$ cat src/include/cfg_fuse_defines.vh
// constants for the configuration fuse decode and programming port
`ifndef CFG_FUSE_DEFINES_VH
`define CFG_FUSE_DEFINES_VH
`define CMD_CORE 4'h0
`define CMD_SHIFT_OUT 4'h2
`define CMD_TBL_RD 4'h8
`define CMD_TBL_RD_INC 4'h9
`define CMD_TBL_WR 4'hc
`define OP_MOVLW 8'h0e
`define OP_MOVWF 8'h6e
`define FREG_PTR_U 8'hf8
`define FREG_PTR_H 8'hf7
`define FREG_PTR_L 8'hf6
`define FREG_HOLD 8'hf5
`define ID_BASE 22'h20_0000
`define ID_LAST 22'h20_0007
`define CFG_BASE 22'h30_0000
`define CFG_LAST 22'h30_0004
`define CFG_IDX_2H 3'h0
`define CFG_IDX_3H 3'h1
`define CFG_IDX_4L 3'h2
`define CFG_IDX_5L 3'h3
`define CFG_IDX_5H 3'h4
`define IDENT_LO 22'h3f_fffe
`define IDENT_HI 22'h3f_ffff
`define ERASED_BYTE 8'hff
`define MASK_2H 8'h01
`define MASK_3H 8'h87
`define MASK_4L 8'hf5
`define MASK_5L 8'h3f
`define MASK_5H 8'hc0
`define BIT_WDT 0
`define BIT_CCP2 0
`define BIT_TOSC 1
`define BIT_PBAD 2
`define BIT_RST_PIN 7
`define BIT_STVR 0
`define BIT_LOWV 2
`define BIT_BB_LO 4
`define BIT_BB_HI 5
`define BIT_EXT_SET 6
`define BIT_DBG 7
`define BIT_DATA_PROT 6
`define BIT_BOOT_PROT 7
`define BB_LOCK_MASK 8'h30
`define BB_4K 13'h1000
`define BB_2K 13'h0800
`define BB_1K 13'h0400
`define NO_LOCK 8'h00
`define PAY_LAST 4'hf
`define PAY_RD_START 4'h7
`define CMD_LAST 4'h3
`endif

$ cat src/core/config_fuse_decode_and_verify.v
// configuration fuse store, programming access and option decode
//
// Contract
// - data verify: core instructions fill holding register, shift-out command returns it
// - erased cells and unmapped addresses read as ones
// - unused configuration bits always read zero
// - configuration words readable whatever protection is set
// - eight user identification bytes at fixed range
// - identification word readable under protection; revision top bit in upper byte
// - watchdog forced on by fuse, else software control bit
// - fuse selects master clear reset or digital input on shared pin
// - fuse selects timer oscillator low or high power
// - fuse sets port B analog pins analog or digital after reset
// - fuse routes capture/compare 2 to port C pin 1 or port B pin 3
// - fuse disables debugger freeing port B pins 6 and 7
// - fuse enables extended instructions and indexed addressing
// - two-bit boot block size field decode
// - single-bit boot block size decode
// - boot block size locked once boot or block 0 protected
// - fuse enables low-voltage programming with port B pin 5 entry
// - fuse enables reset on stack overflow or underflow
// - block code-protect bits protect when zero
// - data and boot code-protect bits protect when zero
`timescale 1ns/1ns
`include "cfg_fuse_defines.vh"
module config_fuse_decode_and_verify #(
    // arbitrary identification value
    parameter [15:0] DEVICE_ID = 16'h5a30,
    parameter BOOT_SIZE_BITS = 2
) (
    input wire mclk,
    input wire rstn,
    input wire prog_clk_pin,
    input wire programming_data_pin_in,
    output wire programming_data_pin_out,
    output wire programming_data_pin_oe_n,
    input wire bulk_erase,
    input wire software_watchdog_control_bit,
    input wire master_clear_pin_n,
    input wire stack_fault_event,
    input wire other_protect_active,
    output reg watchdog_run,
    output reg reset_pin_is_master_clear,
    output reg master_clear_reset_req,
    output reg port_e_pin_3_data,
    output reg timer_osc_low_power,
    output reg port_b_analog_default,
    output reg ccp2_on_port_c_pin_1,
    output reg ccp2_on_port_b_pin_3,
    output reg debugger_enable,
    output reg port_b_pin_6_7_gpio,
    output reg extended_instr_enable,
    output reg [12:0] boot_block_words,
    output reg low_voltage_prog_enable,
    output reg port_b_pin_5_is_prog_entry,
    output reg stack_fault_reset_req,
    output reg [5:0] block_code_protect,
    output reg data_code_protect,
    output reg boot_code_protect,
    output reg config_loaded
);
    wire [3:0] cmd;
    wire [15:0] payload;
    wire frame_done;
    wire rd_strobe;
    reg [7:0] tx_byte;
    reg [7:0] rd_byte;
    reg [7:0] cfg_sel;
    reg [21:0] ptr_q;
    reg [7:0] w_q;
    reg [7:0] hold_q;
    reg [7:0] id_mem [0:7];
    reg load_q;
    reg [12:0] bb_words;
    wire [7:0] cfg_rd [0:4];
    wire [7:0] cfg_mask [0:4];
    wire bb_locked;
    wire in_id;
    wire in_cfg;
    wire [21:0] cfg_off;
    wire [2:0] cfg_idx;
    wire wr_frame;
    integer i;

    assign cfg_mask[0] = `MASK_2H;
    assign cfg_mask[1] = `MASK_3H;
    assign cfg_mask[2] = `MASK_4L;
    assign cfg_mask[3] = `MASK_5L;
    assign cfg_mask[4] = `MASK_5H;

    assign in_id = (ptr_q >= `ID_BASE) && (ptr_q <= `ID_LAST);
    assign in_cfg = (ptr_q >= `CFG_BASE) && (ptr_q <= `CFG_LAST);
    assign cfg_off = ptr_q - `CFG_BASE;
    assign cfg_idx = cfg_off[2:0];
    assign wr_frame = frame_done && (cmd == `CMD_TBL_WR);

    assign bb_locked = ~cfg_rd[`CFG_IDX_5L][0] | ~cfg_rd[`CFG_IDX_5H][`BIT_BOOT_PROT] |
                       other_protect_active;

    prog_shift_port u_port (
        .mclk(mclk),
        .rstn(rstn),
        .prog_clk_pin(prog_clk_pin),
        .dat_in(programming_data_pin_in),
        .tx_byte(tx_byte),
        .cmd_q(cmd),
        .payload_q(payload),
        .frame_done_q(frame_done),
        .rd_strobe_q(rd_strobe),
        .dat_out_q(programming_data_pin_out),
        .dat_oe_n_q(programming_data_pin_oe_n)
    );

    genvar g;
    generate
        for (g = 0; g < 5; g = g + 1) begin : cfg_cells
            config_byte_cell #(
                .MASK(g == 0 ? `MASK_2H : g == 1 ? `MASK_3H : g == 2 ? `MASK_4L :
                      g == 3 ? `MASK_5L : `MASK_5H)
            ) u_cell (
                .mclk(mclk),
                .erase(bulk_erase),
                .wr_en(wr_frame && in_cfg && (cfg_idx == g)),
                .wr_data(payload[7:0]),
                .lock_mask((g == `CFG_IDX_4L && bb_locked) ? `BB_LOCK_MASK : `NO_LOCK),
                .rd_data(cfg_rd[g])
            );
        end
    endgenerate

    always @* begin
        case (cfg_idx)
            3'h0: cfg_sel = cfg_rd[0] & cfg_mask[0];
            3'h1: cfg_sel = cfg_rd[1] & cfg_mask[1];
            3'h2: cfg_sel = cfg_rd[2] & cfg_mask[2];
            3'h3: cfg_sel = cfg_rd[3] & cfg_mask[3];
            3'h4: cfg_sel = cfg_rd[4] & cfg_mask[4];
            default: cfg_sel = 8'h00;
        endcase
    end

    // read map for table reads
    always @* begin
        if (in_id) begin
            rd_byte = id_mem[ptr_q[2:0]];
        end else if (in_cfg) begin
            rd_byte = cfg_sel;
        end else if (ptr_q == `IDENT_LO) begin
            rd_byte = DEVICE_ID[7:0];
        end else if (ptr_q == `IDENT_HI) begin
            rd_byte = DEVICE_ID[15:8];
        end else begin
            rd_byte = `ERASED_BYTE;
        end
    end

    always @* begin
        if (cmd == `CMD_SHIFT_OUT) begin
            tx_byte = hold_q;
        end else begin
            tx_byte = rd_byte;
        end
    end

    // pointer, working byte and holding register
    always @(posedge mclk or negedge rstn) begin
        if (!rstn) begin
            ptr_q <= 22'h00_0000;
            w_q <= 8'h00;
            hold_q <= 8'h00;
        end else begin
            if (rd_strobe && (cmd != `CMD_SHIFT_OUT)) begin
                hold_q <= rd_byte;
            end
            if (frame_done && cmd == `CMD_TBL_RD_INC) begin
                ptr_q <= ptr_q + 22'h00_0001;
            end
            if (frame_done && cmd == `CMD_CORE) begin
                if (payload[15:8] == `OP_MOVLW) begin
                    w_q <= payload[7:0];
                end else if (payload[15:8] == `OP_MOVWF) begin
                    case (payload[7:0])
                        `FREG_PTR_U: ptr_q[21:16] <= w_q[5:0];
                        `FREG_PTR_H: ptr_q[15:8] <= w_q;
                        `FREG_PTR_L: ptr_q[7:0] <= w_q;
                        `FREG_HOLD: hold_q <= w_q;
                        default: w_q <= w_q;
                    endcase
                end
            end
        end
    end

    always @(posedge mclk) begin
        if (bulk_erase) begin
            for (i = 0; i < 8; i = i + 1) begin
                id_mem[i] <= `ERASED_BYTE;
            end
        end else if (wr_frame && in_id) begin
            id_mem[ptr_q[2:0]] <= payload[7:0];
        end
    end

    // boot block size decode
    always @* begin
        if (BOOT_SIZE_BITS == 2) begin
            case ({cfg_rd[`CFG_IDX_4L][`BIT_BB_HI], cfg_rd[`CFG_IDX_4L][`BIT_BB_LO]})
                2'b11: bb_words = `BB_4K;
                2'b10: bb_words = `BB_4K;
                2'b01: bb_words = `BB_2K;
                default: bb_words = `BB_1K;
            endcase
        end else begin
            bb_words = cfg_rd[`CFG_IDX_4L][`BIT_BB_LO] ? `BB_2K : `BB_1K;
        end
    end

    always @(posedge mclk or negedge rstn) begin
        if (!rstn) begin
            load_q <= 1'b1;
            config_loaded <= 1'b0;
            reset_pin_is_master_clear <= 1'b1;
            timer_osc_low_power <= 1'b1;
            port_b_analog_default <= 1'b1;
            ccp2_on_port_c_pin_1 <= 1'b1;
            ccp2_on_port_b_pin_3 <= 1'b0;
            debugger_enable <= 1'b0;
            port_b_pin_6_7_gpio <= 1'b1;
            extended_instr_enable <= 1'b1;
            boot_block_words <= `BB_4K;
            low_voltage_prog_enable <= 1'b1;
            port_b_pin_5_is_prog_entry <= 1'b1;
            block_code_protect <= 6'h00;
            data_code_protect <= 1'b0;
            boot_code_protect <= 1'b0;
        end else if (load_q) begin
            load_q <= 1'b0;
            config_loaded <= 1'b1;
            reset_pin_is_master_clear <= cfg_rd[`CFG_IDX_3H][`BIT_RST_PIN];
            timer_osc_low_power <= cfg_rd[`CFG_IDX_3H][`BIT_TOSC];
            port_b_analog_default <= cfg_rd[`CFG_IDX_3H][`BIT_PBAD];
            ccp2_on_port_c_pin_1 <= cfg_rd[`CFG_IDX_3H][`BIT_CCP2];
            ccp2_on_port_b_pin_3 <= ~cfg_rd[`CFG_IDX_3H][`BIT_CCP2];
            debugger_enable <= ~cfg_rd[`CFG_IDX_4L][`BIT_DBG];
            port_b_pin_6_7_gpio <= cfg_rd[`CFG_IDX_4L][`BIT_DBG];
            extended_instr_enable <= cfg_rd[`CFG_IDX_4L][`BIT_EXT_SET];
            boot_block_words <= bb_words;
            low_voltage_prog_enable <= cfg_rd[`CFG_IDX_4L][`BIT_LOWV];
            port_b_pin_5_is_prog_entry <= cfg_rd[`CFG_IDX_4L][`BIT_LOWV];
            block_code_protect <= ~cfg_rd[`CFG_IDX_5L][5:0];
            data_code_protect <= ~cfg_rd[`CFG_IDX_5H][`BIT_DATA_PROT];
            boot_code_protect <= ~cfg_rd[`CFG_IDX_5H][`BIT_BOOT_PROT];
        end
    end

    // live controls from held options
    reg wdt_fuse_q;
    reg stv_fuse_q;
    always @(posedge mclk or negedge rstn) begin
        if (!rstn) begin
            wdt_fuse_q <= 1'b1;
            stv_fuse_q <= 1'b1;
            watchdog_run <= 1'b1;
            master_clear_reset_req <= 1'b0;
            port_e_pin_3_data <= 1'b0;
            stack_fault_reset_req <= 1'b0;
        end else begin
            if (load_q) begin
                wdt_fuse_q <= cfg_rd[`CFG_IDX_2H][`BIT_WDT];
                stv_fuse_q <= cfg_rd[`CFG_IDX_4L][`BIT_STVR];
            end
            watchdog_run <= wdt_fuse_q | software_watchdog_control_bit;
            master_clear_reset_req <= reset_pin_is_master_clear & ~master_clear_pin_n;
            port_e_pin_3_data <= ~reset_pin_is_master_clear & master_clear_pin_n;
            stack_fault_reset_req <= stv_fuse_q & stack_fault_event;
        end
    end
endmodule

$ cat src/core/config_byte_cell.v
// one nonvolatile configuration byte with reserved mask and lock mask
`timescale 1ns/1ns
module config_byte_cell #(
    parameter [7:0] MASK = 8'hff
) (
    input wire mclk,
    input wire erase,
    input wire wr_en,
    input wire [7:0] wr_data,
    input wire [7:0] lock_mask,
    output wire [7:0] rd_data
);
    reg [7:0] cell_q;

    // erased cells hold ones, reserved bits stay zero
    always @(posedge mclk) begin
        if (erase) begin
            cell_q <= MASK;
        end else if (wr_en) begin
            cell_q <= ((wr_data & ~lock_mask) | (cell_q & lock_mask)) & MASK;
        end
    end

    assign rd_data = cell_q & MASK;
endmodule

$ cat src/core/prog_shift_port.v
// serial programming port: 4-bit command, 16-bit payload, byte shift out
`timescale 1ns/1ns
`include "cfg_fuse_defines.vh"
module prog_shift_port (
    input wire mclk,
    input wire rstn,
    input wire prog_clk_pin,
    input wire dat_in,
    input wire [7:0] tx_byte,
    output reg [3:0] cmd_q,
    output reg [15:0] payload_q,
    output reg frame_done_q,
    output reg rd_strobe_q,
    output reg dat_out_q,
    output reg dat_oe_n_q
);
    reg pgc_q;
    reg in_cmd_q;
    reg [3:0] cnt_q;
    reg [7:0] out_sh_q;
    wire fall;
    wire rise;
    wire is_rd;

    assign fall = pgc_q & ~prog_clk_pin;
    assign rise = ~pgc_q & prog_clk_pin;
    assign is_rd = (cmd_q == `CMD_SHIFT_OUT) || (cmd_q == `CMD_TBL_RD) ||
                   (cmd_q == `CMD_TBL_RD_INC);

    always @(posedge mclk or negedge rstn) begin
        if (!rstn) begin
            pgc_q <= 1'b0;
            in_cmd_q <= 1'b1;
            cnt_q <= 4'h0;
            cmd_q <= 4'h0;
            payload_q <= 16'h0000;
            out_sh_q <= 8'h00;
            frame_done_q <= 1'b0;
            rd_strobe_q <= 1'b0;
            dat_out_q <= 1'b0;
            dat_oe_n_q <= 1'b1;
        end else begin
            pgc_q <= prog_clk_pin;
            frame_done_q <= 1'b0;
            rd_strobe_q <= 1'b0;
            if (fall && in_cmd_q) begin
                cmd_q <= {dat_in, cmd_q[3:1]};
                cnt_q <= (cnt_q == `CMD_LAST) ? 4'h0 : cnt_q + 4'h1;
                in_cmd_q <= (cnt_q != `CMD_LAST);
            end else if (fall) begin
                payload_q <= {dat_in, payload_q[15:1]};
                cnt_q <= cnt_q + 4'h1;
                if (cnt_q == `PAY_RD_START && is_rd) begin
                    out_sh_q <= tx_byte;
                    rd_strobe_q <= 1'b1;
                    dat_oe_n_q <= 1'b0;
                end
                if (cnt_q == `PAY_LAST) begin
                    in_cmd_q <= 1'b1;
                    frame_done_q <= 1'b1;
                    dat_oe_n_q <= 1'b1;
                end
            end else if (rise && !in_cmd_q && !dat_oe_n_q) begin
                dat_out_q <= out_sh_q[0];
                out_sh_q <= {1'b0, out_sh_q[7:1]};
            end
        end
    end
endmodule

$ cat config.mk
export PLATFORM = sky130hd
export DESIGN_NAME = config_fuse_decode_and_verify
export DESIGN_NICKNAME = d
export VERILOG_FILES = /design/src/core/config_fuse_decode_and_verify.v /design/src/core/config_byte_cell.v /design/src/core/prog_shift_port.v
export VERILOG_INCLUDE_DIRS = /design/src /design/src/include
export SDC_FILE = /design/constraint.sdc
export NUM_CORES = 1
export LEC_CHECK = 0
export ABC_CLOCK_PERIOD_IN_PS = 8200
export BUFFER_PORTS_ARGS = -buffer_cell sky130_fd_sc_hd__buf_2
export CAP_MARGIN = 25
export CORE_MARGIN = 1.5
export CORE_UTILIZATION = 55
export CTS_BUF_LIST = sky130_fd_sc_hd__clkbuf_8
export CTS_CLUSTER_SIZE = 12
export DETAILED_ROUTE_END_ITERATION = 10
export GPL_ROUTABILITY_DRIVEN = 0
export PLACE_DENSITY = 0.73
export SYNTH_ARGS = -nofsm -noshare
export SYNTH_HDL_FRONTEND = slang
export SYNTH_SLANG_ARGS = --single-unit
export TNS_END_PERCENT = 100
$ cat constraint.sdc
create_clock -name mclk -period 8.2 [get_ports mclk]
set_clock_uncertainty 0.05 [all_clocks]
set_input_delay 1.64 -clock mclk [delete_from_list [all_inputs] [get_ports mclk]]
set_output_delay 1.64 -clock mclk [all_outputs]
set_load 0.05 [all_outputs]
# Word level (Yosys, flattened, before mapping)
# Memory sizes are Yosys's and may differ from the RTL's.
# Cells that the tools add are included.
[op_classes]
n_addsub = 3
order_cmp = 4
n_eq_ne = 25
muxes = 45
bitwise_logic = 24
reduce_logical = 35
[op_table]
columns = ["operator", "n"]
rows = [
  ["2-to-1 mux 8 bit", 16],
  ["2-to-1 mux 22 bit", 4],
  ["== test 22 bit (second input constant)", 2],
  [">= comparator 22 bit (second input constant)", 2],
  ["<= comparator 22 bit (second input constant)", 2],
  ["one-hot mux 8 bit (5 select lines)", 1],
  ["== test 8 bit (second input constant)", 4],
  ["one-hot mux 13 bit (2 select lines)", 1],
  ["adder 22 x 1 -> 22 bit (second input constant)", 1],
  ["logical AND 1 bit", 17],
  ["2-to-1 mux 1 bit", 17],
  ["== test 4 bit (second input constant)", 4],
  ["2-to-1 mux 4 bit", 3],
  ["2-to-1 mux 6 bit", 2],
  ["inverter 1 bit", 11],
  ["AND reduction 3 bit", 3],
  ["bitwise AND 8 x 6 -> 8 bit", 1],
  ["bitwise AND 8 bit", 1],
  ["== test 4 x 2 -> 1 bit (second input constant)", 2],
  ["== test 8 x 4 -> 1 bit (second input constant)", 1],
  ["== test 8 x 7 -> 1 bit (second input constant)", 1],
  ["inequality test 4 x 2 -> 1 bit (second input constant)", 2],
  ["inverter 6 -> 8 bit", 1],
  ["OR 8 bit", 1],
  ["21 further kinds", 36],
]
[totals]
reg_bits = 133
mem_bits_rw = 64
inputBits = 9
elab_cells = 176
n_memories = 1
[memory_table]
columns = ["name", "words", "width", "rd", "rd_clocked_by_memory_dff", "write_ports", "line", "source"]
rows = [
  ["id_mem", 8, 8, 1, 0, 8, "config_fuse_decode_and_verify.v:72", "reg [7:0] id_mem [0:7];"],
]

# Depth between registers and ports, before layout
[logic_depth]
depth_word = 10
depth_mapped = 11
ltp_nobuf = 7

# Modules after synthesis
# Synthesis repeated with hierarchy kept, for this count alone.
[unflattened]
cells_unflattened = 860
area_unflattened_um2 = 9386.5
[by_module_without_submodules]
columns = ["module", "instances", "cells_per_inst", "area_per_inst_um2"]
rows = [
  ["config_fuse_decode_and_verify", 1, 624, 6707.7],
  ["prog_shift_port", 1, 112, 1600.3],
  ["config_byte_cell at cfg_cells[2].u_cell ...", 2, 34, 300.3],
  ["config_byte_cell at cfg_cells[1].u_cell", 1, 26, 219.0],
  ["config_byte_cell at cfg_cells[4].u_cell", 1, 17, 151.4],
  ["config_byte_cell at cfg_cells[0].u_cell", 1, 13, 107.6],
]

# Worst setup path before layout
# Ideal clock, no wire load.
[synth_timing]
path_type = "input -> register"
from = "input prog_clk_pin"
to = "register u_port.out_sh_q[7]"
setup_time_ps = 121
arrival_ps = 2996
required_ps = 8029
setup_slack_ps = 5033
path_stages = 6
path_buffers = 1
path_cell_list = "nor3b_4 -> and3_1 -> nor4b_1 -> buf_2 -> nor2_1 -> a22o_1"
[synth_between]
elab_chain_cells = 5
word_cells_on_any_way = 11
classes_between = "eq/ne (1); mux (1); bitwise (4); reduce/logical (5)"
[synth_lines]
columns = ["item", "line", "source"]
rows = [
  ["start: declaration", "config_fuse_decode_and_verify.v:33", "input wire prog_clk_pin,"],
  ["bitwise AND 1 bit / inverter 1 bit (equally long branches)", "prog_shift_port.v:26, prog_shift_port.v:25", ""],
  ["logical AND 1 bit / bitwise AND 1 bit (equally long branches)", "prog_shift_port.v:63, prog_shift_port.v:25", ""],
  ["logical AND 1 bit, on equally long branches", "prog_shift_port.v:63, prog_shift_port.v:46", ""],
  ["nonzero test 2 bit (no line) / inverter 1 bit (equally long branches)", "-", ""],
  ["AND reduction 3 bit (no line)", "-", ""],
  ["end signal: assignment", "prog_shift_port.v:54", "out_sh_q <= tx_byte;"],
  ["end signal: assignment", "prog_shift_port.v:65", "out_sh_q <= {1'b0, out_sh_q[7:1]};"],
  ["end: declaration", "prog_shift_port.v:20", "reg [7:0] out_sh_q;"],
]
# Parallel ways exist; a longest one is shown, timed or not.
# A chain may end at the register's enable or synchronous reset.

# Worst setup path in the final report
[layout_timing]
from = "input prog_clk_pin"
to = "register u_port.out_sh_q[1]"
# The elaborated chain is that of the path after synthesis.

==> results list <==
* Result of the run: complete, no violations
- Instance area after placement: 9340 µm²
* Post-detailed-placement half-perimeter wirelength: ~14 mm
- VDD sags by at most 0.157 mV.
- Total length of routed wires: between 20 and 25 mm
- Startpoint type of the worst setup path: input pin
* Remaining Overflow, GRT: 0
- Final Util: 0.607
* Layout cell share with drive strength beyond 1: 0.195
* Commonest cells after routing, fill and taps aside: 90 x sky130_fd_sc_hd__dfrtp_1, 74 x sky130_fd_sc_hd__nand2_1, 64 x sky130_fd_sc_hd__edfxtp_1
* Main flop type after synthesis: sky130_fd_sc_hd__dfrtp_1
* Highest Clock Rate: approximately 0.28 GHz
* Area growth from synthesis to layout: 6.82%
- RSZ-0062 raised after global routing: false
- CTS tree: yes
- Number of antenna violations at the first check in global routing: 0
- Port buffering added 36 buffers.
- The worst hold path begins at config_loaded$_DFFE_PN0P_.
* Beginning of the critical path: prog_clk_pin
* Total of warnings raised by yosys: 0
- By startpoint and endpoint, the worst setup path is classified as input pin to flop.
* Crit share post-route: 0.431
- Count of nets left with antenna violations after detail routing: 0
- The critical path goes through buf_2 > nor3b_4 > and3_1 > nor4b_1 > buf_4 > or2_1 > o21ai_0 > a21oi_1.
* Per-cell routed wire length: 19.4 µm
- Horizontal die dimension: approximately 130 µm
* Vertical extent of the die: roughly 130 µm
- The via count of the first global-routing pass is just over 6000.
- The later pin in the worst-skew pair is clocked with a latency of 0.47 ns.
- Static power due to leakage: 0.00376 µW
- Gate count after technology mapping: ~820
- Critical path data arrival time: around 3.9 ns
- Final count of negative-setup-slack endpoints: 0
* Power share of the combinational group: 0.084
- Critical path endpoint category: flop
* Power density normalized to cell area: 197 nW/µm²
- Vias per cell: between 5 and 6
- Yosys top cell area share: 0.248
- Source of the worst register-to-register timing path: ptr_q[0]$_DFF_PN0_
- The first routing iteration left between 600 and 700 violations.
- After synthesis, the share of flip-flops with an asynchronous set or reset is 0.556.
- Net switching power of the design: roughly 550 µW
- Most common cell after layout, fill and taps aside: sky130_fd_sc_hd__dfrtp_1
- Adding up every negative setup slack in the final design gives 0 ns.
- Buffer depth of the longest clock path: 2
- For this configuration, the core starts out at a cell density of 0.568.
- Sequential fraction of the synthesis area: 0.541
- N_diodes: 0
* Max H-tree Level: 4
* Share of total power in sequential cells: 0.607
- Type of the most critical hold path: flop to flop
- At the pin with the least slew margin, the transition time is between 0.9 and 1 ns.
* Maximum number of pins on one net before global-route repair: between 60 and 70
- Internal power comes to 1360 µW.
- Nets@finish: about 850
- Hold Vio Cnt, Final: 0
- Total Power Consumption: ~1900 µW
* Count of unique library cells instantiated by Yosys: 75
* Number of buffers added for setup after CTS: 0
* Post-route design area: between 9000 and 10000 µm²
- The slowest stage of the critical path is the sky130_fd_sc_hd__nor3b_4 cell.
* Min Clock Period, post-route: 3.53 ns
- Global-route wire length before repair: between 30 and 40 mm
* DRC errors left: 0
* Leading post-synthesis cells by cell area: sky130_fd_sc_hd__dfrtp_1 25%, sky130_fd_sc_hd__edfxtp_1 21%, sky130_fd_sc_hd__mux2_2 5.7%
- The average instance in the mapped netlist occupies ~11 µm².
* Fraction of power consumed by the clock network: 0.309
- Counting flops and latches in the post-synthesis netlist gives around 190.
* Die area: between 15000 and 20000 µm²
- In this run the cell area of the synthesized design comes to between 9000 and 10000 µm².
- In this design, the stage delay of the slowest critical-path cell is roughly 0.73 ns.
- Master cell of the clock root buffer: sky130_fd_sc_hd__clkbuf_8
* Share of total power consumed by net switching: 0.289
* Hold-fix buffers, CTS: 0
- Via total after detailed routing: ~6300
- I/O pin count: 47
- Resize count post-CTS: 0
* Post-synthesis cell type with the largest combined area: sky130_fd_sc_hd__dfrtp_1
- The synthesized design contains 64 enable-type register cells.
- Required @ worst endpoint: 8.55 ns
* Number of clock sinks seen by CTS: between 150 and 200
- After clock tree synthesis, the clock-pin slew on the worst setup and hold paths is ~0.10 ns.
- Tightest slew margin relative to the limit: 0.373
* Final slew viol count: 0
* Total CTS buffers: 17
- Across the run, the number of max-cap violations was 0.
- Along the worst path, the maximum fanout reaches 18.
* Core Box Area: approximately 16000 µm²
* Global-route usage over all layers: 0.245
- For this run, the detailed router's first-pass iteration total came to 5.
* Worst hold-check slack: roughly 0.42 ns
- Rows: 46
[area by class of cell]
type                       count  area (µm²)
clock buffer                  17         234
clock inverter                15         136
fill                        1298        6290
inverter                      19        71.3
multi-input combinational    563        3850
sequential                   187        4920
tap                          216         270
timing repair buffer          42         228
[through the flow]
stage | cells | setup WS [ns]
final | 1059 | 4.67
after global routing | 1059 | 4.42
after CTS | 1059 | 4.69
after detailed placement | 1027 | 4.18
after global placement | 1027 | 4.29
after floorplan | 829 | 5.03
[worst max-delay path, delay by kind of cell]
kind                   cells  cell delay (ns)
AO/OA/AOI/OAI              2             0.36
AND/OR/NAND/NOR            4             1.52
buffers and inverters      2             0.35
[sequential cells by signal (all words and copies together), names as in the netlist, 3 cells and up, named ones only]
register                 flops
ptr_q                       22
cfg_cells.u_cell.cell_q     17
u_port.payload_q            16
u_port.cmd_q                 4
u_port.out_sh_q              8
id_mem                      64
boot_block_words             3
w_q                          8
block_code_protect           6
hold_q                       8
u_port.cnt_q                 4
[power by group through the flow]
stage                     sequential (µW)  clock [µW]  combinational, µW
after floorplan                      1100           0                157
after global placement               1180           0                154
after detailed placement             1180           0                162
after CTS                            1160         600                162
after global routing                 1180         637                176
final                                1160         592                160
[synth_stat cells (10+ instances only)]
| master | instances |
|---|---|
| sky130_fd_sc_hd__dfxtp_1 | 19 |
| sky130_fd_sc_hd__buf_4 | 11 |
| sky130_fd_sc_hd__nor2_1 | 55 |
| sky130_fd_sc_hd__xor2_1 | 11 |
| sky130_fd_sc_hd__inv_1 | 18 |
| sky130_fd_sc_hd__nor3_1 | 10 |
| sky130_fd_sc_hd__xnor2_1 | 10 |
| sky130_fd_sc_hd__nand3b_1 | 15 |
| sky130_fd_sc_hd__nand2b_1 | 22 |
| sky130_fd_sc_hd__clkbuf_1 | 35 |
| sky130_fd_sc_hd__dfrtp_1 | 90 |
| sky130_fd_sc_hd__dfstp_2 | 14 |
| sky130_fd_sc_hd__or2_1 | 32 |
| sky130_fd_sc_hd__a21oi_1 | 32 |
| sky130_fd_sc_hd__mux2i_1 | 27 |
| sky130_fd_sc_hd__or2_2 | 10 |
| sky130_fd_sc_hd__o21ai_0 | 21 |
| sky130_fd_sc_hd__mux2_2 | 46 |
| sky130_fd_sc_hd__nand4_1 | 11 |
| sky130_fd_sc_hd__edfxtp_1 | 64 |
| sky130_fd_sc_hd__nand2_1 | 74 |
| sky130_fd_sc_hd__nand3_1 | 33 |
[logic make-up (layout without fill, tap and decap cells)]
logic type	count (synthesis)	count (layout)	share of synthesized area
adder cells (fa/ha/maj)	6	6	0.00826
multiplexers	80	80	0.104
AO/OA/AOI/OAI	115	115	0.0843
XOR/XNOR	21	21	0.0202
other	1	11	0.000412
buffers and inverters	79	93	0.0392
AND/OR/NAND/NOR	330	330	0.202
flip-flops	187	187	0.541
[final timing paths]
| check | to | cells after the start | slack [ns] |
|---|---|---|---|
| setup reg to reg | flop | 8 | 4.97 |
| max in group asynchronous | u_port.payload_q[5]$_DFFE_PN0P_ | 2 | 5.85 |
| setup / recovery | u_port.out_sh_q[1]$_DFFE_PN0P_ | 8 | 4.67 |
| hold / removal | config_loaded$_DFFE_PN0P_ | 1 | 0.42 |
| hold reg to reg | config_loaded$_DFFE_PN0P_ | 1 | 0.42 |
| min in group asynchronous | u_port.cnt_q[0]$_DFFE_PN0P_ | 1 | 1.10 |
[routing by layer]
| layer | part of all wire | routed length, µm | GRT usage |
|---|---|---|---|
| met5 | 0 | 0 | 0 |
| met3 | 0.072 | 1480 | 0.0629 |
| met2 | 0.47 | 9620 | 0.383 |
| met1 | 0.44 | 9050 | 0.339 |
| met4 | 0.017 | 343 | 0.0673 |
Power figures use the tool's default switching activity.
